--- src/shared/ovcl_pkg.sv ---
// Purpose: Constants and types shared by the output-voltage command logic
// Assumes: Command codes arrive as 8-bit values from the bus engine
// Notes: Voltages are held internally in 2^-12 V units
package ovcl_pkg;
    localparam logic [7:0] OVCL_CMD_MODE = 8'h20;
    localparam logic [7:0] OVCL_CMD_TARGET = 8'h21;
    localparam logic [7:0] OVCL_CMD_OFFSET = 8'h22;
    localparam logic [7:0] OVCL_CMD_CEILING = 8'h24;
    localparam logic [7:0] OVCL_CMD_RATE = 8'h27;
    localparam int OVCL_W = 16;
    localparam int OVCL_IW = 20;
    localparam int OVCL_REL_BIT = 7;
    localparam int OVCL_EXP_HI = 4;
    localparam logic signed [5:0] OVCL_EXP_MIN = -6'sd12;
    localparam logic signed [5:0] OVCL_EXP_MAX = -6'sd4;
    localparam logic [7:0] OVCL_MODE_RESET = 8'h14;
    localparam logic [15:0] OVCL_RATE_RESET = 16'he010;
    localparam logic [15:0] OVCL_CEIL_RESET = 16'h6000;
    localparam logic [15:0] OVCL_FLOOR_RESET = 16'h0000;
    localparam int OVCL_NV_OFS_MAX = 127;
    localparam int OVCL_NV_OFS_MIN = -128;
    // DAC ceiling per loop scale, millivolts
    localparam int OVCL_DAC_MV_S0 = 700;
    localparam int OVCL_DAC_MV_S1 = 1400;
    localparam int OVCL_DAC_MV_S2 = 2800;
    localparam int OVCL_DAC_MV_S3 = 6000;
    localparam int OVCL_UNITS_PER_V = 4096;
    localparam int OVCL_CLK_HZ = 20000000;
    // Rate counts 0.0625 mV/us; one internal step is 1/4096 V
    localparam int OVCL_RATE_NUM = 16;
    typedef enum logic [1:0] {
        OVCL_IDLE = 2'b00,
        OVCL_RAMP = 2'b01,
        OVCL_CONV = 2'b10
    } ovcl_state_t;
endpackage

--- src/hdl/ovcl_sync.sv ---
`timescale 1ns/1ps
// Purpose: Three-stage pin synchroniser with agreement check
// Assumes: Input is asynchronous to clk
// Notes: Output changes only when stages two and three agree
module ovcl_sync (
    input wire logic clk,
    input wire logic rst_n,
    input wire logic din,
    output logic dout
);
    logic s1, s2, s3;
    logic next_dout;
    always_comb begin
        next_dout = dout;
        if (s2 == s3) begin
            next_dout = s3;
        end
    end
    always_ff @(posedge clk or negedge rst_n) begin
        if (!rst_n) begin
            s1 <= 1'b0;
            s2 <= 1'b0;
            s3 <= 1'b0;
            dout <= 1'b0;
        end else begin
            s1 <= din;
            s2 <= s1;
            s3 <= s2;
            dout <= next_dout;
        end
    end
endmodule

--- src/hdl/ovcl_slew.sv ---
`timescale 1ns/1ps
// Purpose: Ramps the DAC code toward a goal at the programmed rate
// Assumes: Goal and code in 2^-12 V units
// Notes: Accumulates rate*256000 per clock; steps when one unit gathers
module ovcl_slew import ovcl_pkg::*; #(
    parameter int IW = OVCL_IW,
    parameter int ACC_W = 32
) (
    input wire logic clk,
    input wire logic rst_n,
    input wire logic [IW-1:0] goal,
    input wire logic [10:0] rate,
    input wire logic jump,
    output logic [IW-1:0] code,
    output logic busy
);
    // Units per second per rate count = 0.0625e-3*1e6*4096 = 256000
    localparam logic [ACC_W-1:0] ACC_ONE = ACC_W'(OVCL_CLK_HZ);
    localparam int STEP_PER_CNT = 256000;
    logic [ACC_W-1:0] acc, next_acc;
    logic [IW-1:0] next_code;
    logic [ACC_W-1:0] add;
    always_comb begin
        add = ACC_W'(rate) * ACC_W'(STEP_PER_CNT);
        next_acc = acc;
        next_code = code;
        busy = (code != goal);
        if (jump) begin
            next_code = goal;
            next_acc = '0;
        end else if (code == goal) begin
            next_acc = '0;
        end else if (acc + add >= ACC_ONE) begin
            // Fast rates step every clock; no residue kept, so no overflow
            next_acc = (add >= ACC_ONE) ? '0 : acc + add - ACC_ONE;
            next_code = (goal > code) ? code + IW'(1) : code - IW'(1);
        end else begin
            next_acc = acc + add;
        end
    end
    always_ff @(posedge clk or negedge rst_n) begin
        if (!rst_n) begin
            acc <= '0;
            code <= '0;
        end else begin
            acc <= next_acc;
            code <= next_code;
        end
    end
endmodule

--- src/hdl/ovcl_top.sv ---
`timescale 1ns/1ps
// Purpose: Output-voltage target, offset and ceiling command logic
// Assumes: A bus engine presents decoded word writes and reads
// Notes: Internal voltages use 2^-12 V; values held as host words
// How it works
// - Changing the format converts stored voltage words to the new exponent.
// - Written words use the format in force at write time.
// - Code 21h holds unsigned target, word write and read.
// - Target changes ramp at the programmed transition rate; a fault restart with restore bit set jumps the DAC.
// - Reset pin input restores boot voltage into the target.
// - Boot default from NVM when override is 0, strap when 1.
// - Boot voltage is kept apart from the live target.
// - Fault restart keeps target, or reloads boot when restore bit set.
// - Target plus offset outside limits clamps DAC and raises warning.
// - Code 22h holds signed offset added to the target.
// - Offset changes ramp at the same transition rate.
// - Offset saved to NVM as 8-bit signed, exponent -12, saturated.
// - Above DAC maximum but under ceiling clamps silently at DAC max.
// - DAC range set by loop scale: 0.7, 1.4, 2.8, 6.0 V.
// - Offset write outside valid range flags invalid data.
// - Offset write beyond limits clamps DAC and raises warning.
// - Code 24h ceiling caps the ramp goal; the output can be above it until the ramp settles.
// - Format exponent is 5-bit signed, linear only, -4 to -12.
// - Format bit 7 marks absolute (0) or relative (1); it is stored and read back but changes no output.
// - Transition rate exponent fixed at -4, 0.0625 mV/us per count.
module ovcl_top import ovcl_pkg::*; (
    input wire logic SYS_CLK,
    input wire logic NRST,
    input wire logic WR_STB,
    input wire logic RD_STB,
    input wire logic [7:0] CMD,
    input wire logic [15:0] WR_DATA,
    output logic [15:0] RD_DATA,
    output logic RD_ACK,
    input wire logic [15:0] NVM_TARGET,
    input wire logic [7:0] NVM_OFFSET,
    input wire logic [15:0] STRAP_TARGET,
    input wire logic STRAP_OVERRIDE_SELECT,
    input wire logic FAULT_RESTORE_DEFAULT,
    input wire logic RESET_PIN_MODE,
    input wire logic POWER_GOOD_OR_RESET_PIN_N,
    input wire logic RESTORE_USER_ALL,
    input wire logic FAULT_RESTART,
    input wire logic [1:0] LOOP_SCALE,
    input wire logic [15:0] FLOOR,
    output logic [7:0] NVM_OFFSET_SAVE,
    output logic [OVCL_IW-1:0] DAC_CODE,
    output logic RAMP_BUSY,
    output logic LIMIT_WARN,
    output logic INVALID_DATA,
    output logic NOTIFY
);
    logic rst_a, rst_n;
    logic pin_reset;
    logic [15:0] target, offset, ceiling, rate, boot_voltage;
    logic [7:0] mode;
    logic [15:0] next_target, next_offset, next_ceiling, next_rate, next_boot;
    logic [7:0] next_mode;
    logic next_warn, next_inv, next_notify;
    logic [15:0] rd_word;
    logic pin_hold, next_pin_hold;
    logic boot_load, next_boot_load;
    logic signed [OVCL_IW+1:0] sum_v, ceil_v, floor_v, dac_v;
    logic [OVCL_IW-1:0] goal;
    logic [15:0] boot_src;
    logic [7:0] next_nvm_save;

    always_ff @(posedge SYS_CLK or negedge NRST) begin
        if (!NRST) begin
            rst_a <= 1'b0;
            rst_n <= 1'b0;
        end else begin
            rst_a <= 1'b1;
            rst_n <= rst_a;
        end
    end

    ovcl_sync u_pin (
        .clk(SYS_CLK),
        .rst_n(rst_n),
        .din(~POWER_GOOD_OR_RESET_PIN_N),
        .dout(pin_reset)
    );

    function automatic logic signed [OVCL_IW+1:0] to_units(
        input logic [15:0] w, input logic sgn, input logic [7:0] m);
        logic signed [5:0] e;
        logic signed [OVCL_IW+1:0] v;
        logic [3:0] sh;
        e = {m[OVCL_EXP_HI], m[OVCL_EXP_HI:0]};
        v = sgn ? (OVCL_IW+2)'(signed'(w)) : (OVCL_IW+2)'(w);
        sh = 4'(e - OVCL_EXP_MIN);
        return v <<< sh;
    endfunction

    // re-express a units value under a new exponent
    function automatic logic [15:0] from_units(
        input logic signed [OVCL_IW+1:0] v, input logic [7:0] m);
        logic signed [5:0] e;
        logic [3:0] sh;
        e = {m[OVCL_EXP_HI], m[OVCL_EXP_HI:0]};
        sh = 4'(e - OVCL_EXP_MIN);
        return 16'(v >>> sh);
    endfunction

    function automatic logic signed [OVCL_IW+1:0] dac_max(input logic [1:0] s);
        int mv;
        case (s)
            2'h0: mv = OVCL_DAC_MV_S0;
            2'h1: mv = OVCL_DAC_MV_S1;
            2'h2: mv = OVCL_DAC_MV_S2;
            default: mv = OVCL_DAC_MV_S3;
        endcase
        return (OVCL_IW+2)'(mv * OVCL_UNITS_PER_V / 1000);
    endfunction

    function automatic logic exp_ok(input logic [7:0] m);
        logic signed [5:0] e;
        e = {m[OVCL_EXP_HI], m[OVCL_EXP_HI:0]};
        return (e >= OVCL_EXP_MIN) && (e <= OVCL_EXP_MAX) && (m[6:5] == 2'b00);
    endfunction

    assign boot_src = STRAP_OVERRIDE_SELECT ? STRAP_TARGET : NVM_TARGET;

    always_comb begin
        sum_v = to_units(target, 1'b0, mode) + to_units(offset, 1'b1, mode);
        ceil_v = to_units(ceiling, 1'b0, mode);
        floor_v = to_units(FLOOR, 1'b0, mode);
        dac_v = sum_v;
        if (sum_v > ceil_v) begin
            dac_v = ceil_v;
        end else if (sum_v < floor_v) begin
            dac_v = floor_v;
        end
        if (dac_v > dac_max(LOOP_SCALE)) begin
            dac_v = dac_max(LOOP_SCALE);
        end
        if (dac_v < 0) begin
            dac_v = '0;
        end
        goal = OVCL_IW'(dac_v);
    end

    ovcl_slew u_slew (
        .clk(SYS_CLK),
        .rst_n(rst_n),
        .goal(goal),
        .rate(rate[10:0]),
        .jump(boot_load),
        .code(DAC_CODE),
        .busy(RAMP_BUSY)
    );

    always_comb begin
        next_target = target;
        next_offset = offset;
        next_ceiling = ceiling;
        next_rate = rate;
        next_mode = mode;
        next_boot = boot_voltage;
        next_warn = LIMIT_WARN;
        next_inv = INVALID_DATA;
        next_notify = 1'b0;
        next_pin_hold = pin_reset;
        next_boot_load = 1'b0;
        if (sum_v > ceil_v || sum_v < floor_v) begin
            next_warn = 1'b1;
            next_notify = !LIMIT_WARN;
        end
        if (RD_STB && CMD == OVCL_CMD_TARGET) begin
            next_warn = next_warn;
        end
        if (WR_STB) begin
            case (CMD)
                OVCL_CMD_TARGET: next_target = WR_DATA;
                OVCL_CMD_OFFSET: begin
                    if (to_units(WR_DATA, 1'b1, mode) > dac_max(LOOP_SCALE) ||
                        to_units(WR_DATA, 1'b1, mode) < -dac_max(LOOP_SCALE)) begin
                        next_inv = 1'b1;
                        next_notify = 1'b1;
                    end else begin
                        next_offset = WR_DATA;
                    end
                end
                OVCL_CMD_CEILING: next_ceiling = WR_DATA;
                OVCL_CMD_RATE: next_rate = {OVCL_RATE_RESET[15:11], WR_DATA[10:0]};
                OVCL_CMD_MODE: begin
                    if (exp_ok(WR_DATA[7:0])) begin
                        next_mode = {WR_DATA[OVCL_REL_BIT], 2'b00, WR_DATA[4:0]};
                        next_target = from_units(to_units(target, 1'b0, mode),
                            WR_DATA[7:0]);
                        next_offset = from_units(to_units(offset, 1'b1, mode),
                            WR_DATA[7:0]);
                        next_ceiling = from_units(to_units(ceiling, 1'b0, mode),
                            WR_DATA[7:0]);
                        next_boot = from_units(to_units(boot_voltage, 1'b0, mode),
                            WR_DATA[7:0]);
                    end else begin
                        next_inv = 1'b1;
                        next_notify = 1'b1;
                    end
                end
                default: next_inv = next_inv;
            endcase
        end
        if (RESTORE_USER_ALL) begin
            next_boot = boot_src;
            next_target = boot_src;
        end
        if (FAULT_RESTART && FAULT_RESTORE_DEFAULT) begin
            next_target = boot_voltage;
            next_boot_load = 1'b1;
        end
        if (RESET_PIN_MODE && pin_reset) begin
            next_target = boot_voltage;
        end
    end

    // NVM copy at exponent -12, saturated
    always_comb begin
        logic signed [OVCL_IW+1:0] ov;
        ov = to_units(offset, 1'b1, mode);
        if (ov > OVCL_NV_OFS_MAX) begin
            next_nvm_save = 8'(OVCL_NV_OFS_MAX);
        end else if (ov < OVCL_NV_OFS_MIN) begin
            next_nvm_save = 8'(OVCL_NV_OFS_MIN);
        end else begin
            next_nvm_save = 8'(ov);
        end
    end

    // Saved copy leaves from a flip-flop
    always_ff @(posedge SYS_CLK or negedge rst_n) begin
        if (!rst_n) begin
            NVM_OFFSET_SAVE <= 8'h00;
        end else begin
            NVM_OFFSET_SAVE <= next_nvm_save;
        end
    end

    always_comb begin
        case (CMD)
            OVCL_CMD_MODE: rd_word = {8'h00, mode};
            OVCL_CMD_TARGET: rd_word = target;
            OVCL_CMD_OFFSET: rd_word = offset;
            OVCL_CMD_CEILING: rd_word = ceiling;
            OVCL_CMD_RATE: rd_word = rate;
            default: rd_word = 16'h0000;
        endcase
    end

    always_ff @(posedge SYS_CLK or negedge rst_n) begin
        if (!rst_n) begin
            target <= 16'h0000;
            offset <= 16'h0000;
            ceiling <= OVCL_CEIL_RESET;
            rate <= OVCL_RATE_RESET;
            mode <= OVCL_MODE_RESET;
            boot_voltage <= 16'h0000;
            LIMIT_WARN <= 1'b0;
            INVALID_DATA <= 1'b0;
            NOTIFY <= 1'b0;
            pin_hold <= 1'b0;
            boot_load <= 1'b1;
            RD_DATA <= 16'h0000;
            RD_ACK <= 1'b0;
        end else if (boot_load && !pin_hold && target == 16'h0000 &&
                     boot_voltage == 16'h0000) begin
            // first cycle after reset takes boot source
            target <= boot_src;
            boot_voltage <= boot_src;
            boot_load <= 1'b0;
            pin_hold <= 1'b1;
            RD_ACK <= 1'b0;
            NOTIFY <= 1'b0;
        end else begin
            target <= next_target;
            offset <= next_offset;
            ceiling <= next_ceiling;
            rate <= next_rate;
            mode <= next_mode;
            boot_voltage <= next_boot;
            LIMIT_WARN <= next_warn;
            INVALID_DATA <= next_inv;
            NOTIFY <= next_notify;
            pin_hold <= next_pin_hold;
            boot_load <= next_boot_load;
            RD_DATA <= RD_STB ? rd_word : RD_DATA;
            RD_ACK <= RD_STB;
        end
    end
endmodule

--- config.mk ---
export PLATFORM = sky130hd
export DESIGN_NAME = ovcl_top
export DESIGN_NICKNAME = d
export VERILOG_FILES = /design/src/shared/ovcl_pkg.sv /design/src/hdl/ovcl_sync.sv /design/src/hdl/ovcl_slew.sv /design/src/hdl/ovcl_top.sv
export SDC_FILE = /design/constraint.sdc
export NUM_CORES = 1
export LEC_CHECK = 0
export BUFFER_PORTS_ARGS = -buffer_cell sky130_fd_sc_hd__buf_2
export CORE_MARGIN = 4
export CORE_UTILIZATION = 35
export CTS_BUF_LIST = sky130_fd_sc_hd__clkbuf_16
export CTS_CLUSTER_DIAMETER = 120
export DETAILED_ROUTE_END_ITERATION = 6
export GPL_TIMING_DRIVEN = 0
export SETUP_SLACK_MARGIN = 0.4
export SYNTH_ARGS = -nofsm -noshare
export SYNTH_HDL_FRONTEND = slang
export SYNTH_SLANG_ARGS = --single-unit
--- constraint.sdc ---
create_clock -name SYS_CLK -period 33.4 [get_ports SYS_CLK]
set_input_delay 8.35 -clock SYS_CLK [delete_from_list [all_inputs] [get_ports SYS_CLK]]
set_output_delay 8.35 -clock SYS_CLK [all_outputs]
set_load 0.03 [all_outputs]
==> impl_metrics.ini <==
[routing]
detail-route-antenna-nets = 0
drt_iter0_markers = 3533
drc = 20
vias_per_cell = 6.408
dr.pass1.iters = 7
wl_um = 123400
wl_per_cell_um = 29.27
routed-via-count = 27030

[worst_setup_path]
cp_top_family = compound AO/OA/AOI/OAI gates
critPathRequiredTime_ns = 25.05
reg2reg_depth = 56
cp.arrival_ns = 17.99
r2r_start = mode[2]
path_max_fanout = 10
cpPeakStageDelay_ns = 0.77
worst-r2r-setup-slack_ns = 16.58
end_kind = primary output
cpMostUsedCell = o21ai_0
crit_type = input pin to primary output
cp-start-kind = input pin
rr_endpoint = u_slew.code[18]
critPathBufInv = 6
slowest_stage = a2111oi_0

[power]
power_density_nw_per_um2 = 65.17
switching_power_uw = 955.9
p_leak_uw = 0.01228
internal_power_uw = 826.1
peakVddDrop_mv = 0.03948
power.share.clock_pct = 12.3
total_power_uw = 1782
seqPwrFrac_pct = 15.7
switching_share_pct = 53.64
combPwrFrac_pct = 72.0

[placement]
place_congestion = 1.064
placed_cells = 4183
port_buffers = 127
dp_hpwl_um = 98700

[final_layout]
mostFrequentLayoutCells = nand2_1 (326), nor2_1 (304), a21oi_1 (255)
final_common_cell = nand2_1
drive_gt1_share_pct = 12.52
areaGrowthSynthToFinish_pct = 10.22
stdcell_count = 4218
layout.nets = 3618
nFillCells = 7424

[worst_hold_path]
whs_endpoint = u_pin.s2
min_path_type = flop to flop
whs_path_depth = 0
min-delay-start = u_pin.s1

[floorplan]
coreArea_um2 = 70150
pin_count = 141
start_util_pct = 35.36
dieHeight_um = 274.2
num_rows = 97
die_w_um = 274.2
die-area_um2 = 75200

[cts]
clkSinkCount = 161
ctsLongestPathBuffers = 2
cts-root-buf = clkbuf_16
cts_buffers = 17
postCtsSetupRepairBufs = 0
ctsHoldBuffers = 0
cts_resized = 0
clkTransAtPathRegs_ns = 0.08
clk_latency_ns = 0.52
cts_tree = done
htree_levels = 4

[global_route]
antenna_found_initial = 5
grt_max_degree = 60
overflow = 0
grt_first_pass_wirelength_um = 176800
grt_util_all_layers_pct = 32.02
grt_pass1_vias = 25500

[sta]
slew_viol_final = 0
post-route-min-period_ns = 26.34
rsz0062_at_grt = no
skew_ns = 0.02584
setup_violations = 0
tns_ns = 0
max_freq_mhz = 37.97
slew_headroom_pct = 2.365
finalHoldViolCount = 0
worst_pin_slew_ns = 1.458
final.period_utilization_pct = 78.85

[synth]
async_flop_share_pct = 100.0
ys_ff_latch = 161
synth_cell_type_count = 99
syn-cell-area_um2 = 24810
synth_flop_cell = dfrtp_1
ys_warn_count = 0
avgSynthCellArea_um2 = 7.981
synth_edf_count = 0
syn_inst = 3108
synth_seq_area_share_pct = 16.27

[status]
status = finished, violations left
failed_checks = DRC

[flow_run]
drv_cap = 0
-- metal layers --
metal  wire, um  track usage (%)  share of wire, %  vias up
li1           -                -                 -    11840
met1      51730            43.85                42    13020
met2      50420            46.30                41     1796
met3      13510            8.217                11      369
met4       7746            16.54               6.3        4
met5         35                0             0.028        -
-- worst max path at each step --
stage               startpoint   endpoint  slack (ns)  cells after the start
finish               FLOOR[14]  RAMP_BUSY        7.06                     35
global route         FLOOR[12]  RAMP_BUSY        6.56                     36
CTS                  FLOOR[14]  RAMP_BUSY        7.17                     35
detailed placement   FLOOR[14]  RAMP_BUSY        7.21                     35
global placement     FLOOR[14]  RAMP_BUSY        7.10                     35
floorplan             FLOOR[1]  RAMP_BUSY       10.01                     33
-- cell families (layout without fill, tap and decap cells) --
family	after synthesis	after routing	share of synthesized area, %
and+or+nand+nor	960	960	17.71
AOI/OAI and AO/OA	945	945	24.44
muxes	361	361	18.61
DFF	161	161	16.27
other	2	11	0.03027
buffers and inverters	335	496	5.679
xor gates and xnor gates	79	79	2.789
adders and majority gates	265	265	14.48
-- cells in the mapped netlist, types with 37 or more instances --
master,number,area (um2)
clkbuf_1,115,431.7
mux4_2,72,1622
a21o_1,45,337.8
nor2_1,304,1141
nand2_1,326,1224
a211oi_1,45,337.8
nor3_1,57,285.3
mux2_2,67,754.5
dfrtp_1,155,3879
inv_1,136,510.5
o211ai_1,43,322.8
fa_1,37,740.7
mux2i_1,220,2202
ha_1,227,2840
nand3_1,57,285.3
o21ai_0,251,1256
xnor2_1,48,420.4
a21oi_1,255,1276
-- sequential cells by signal, summed over array words and instances (netlist names), 6 cells and up --
signal,flops
offset,16
u_slew.code,20
boot_voltage,16
ceiling,16
RD_DATA,16
mode,6
u_slew.acc,24
target,16
NVM_OFFSET_SAVE,8
rate,11
-- area by class of cell --
type                       count  area (um2)  area share [%]
buffer                       196       887.1           3.244
clock inverter                15       203.9          0.7459
antenna                        3       7.507         0.02746
sequential                   161        4040           14.78
inverter                     139       521.8           1.908
tap                          940        1176           4.301
multi-input combinational   2618       19390           70.91
clock buffer                  17       425.4           1.556
timing repair buffer         129       690.7           2.526
-- metrics by stage --
stage / instance area [um2] / hold WS [ns] / setup WS (ns) / utilization [%]
2_1_floorplan: 24830 / 0.3312 / 10.01 / -
3_3_place_gp: 26640 / 0.3348 / 7.103 / 37.98
3_5_place_dp: 26710 / 0.3418 / 7.209 / 38.07
4_1_cts: 27340 / 0.3591 / 7.173 / 38.97
5_1_grt: 27340 / 0.3709 / 6.563 / 38.97
6_report: 27340 / 0.3554 / 7.064 / 38.98
-- worst register-to-register path: cells and delay by family (launching register included) --
family                     cells  cell delay [ns]
buffers and inverters         10             4.42
and+or+nand+nor               16             3.48
xor gates and xnor gates       2             0.68
DFF                            1             0.41
adders and majority gates      5             1.70
AOI/OAI and AO/OA             21             5.56
muxes                          2             0.44
-- power groups by stage --
stage	Sequential [uW]	Clock, uW	Combinational (uW)
floorplan	279	0	926
global placement	281	0	1260
detailed placement	279	0	1260
CTS	275	223	1270
global route	279	229	1420
finish	279	220	1280
No activity file was read; power rests on OpenSTA's default activity.
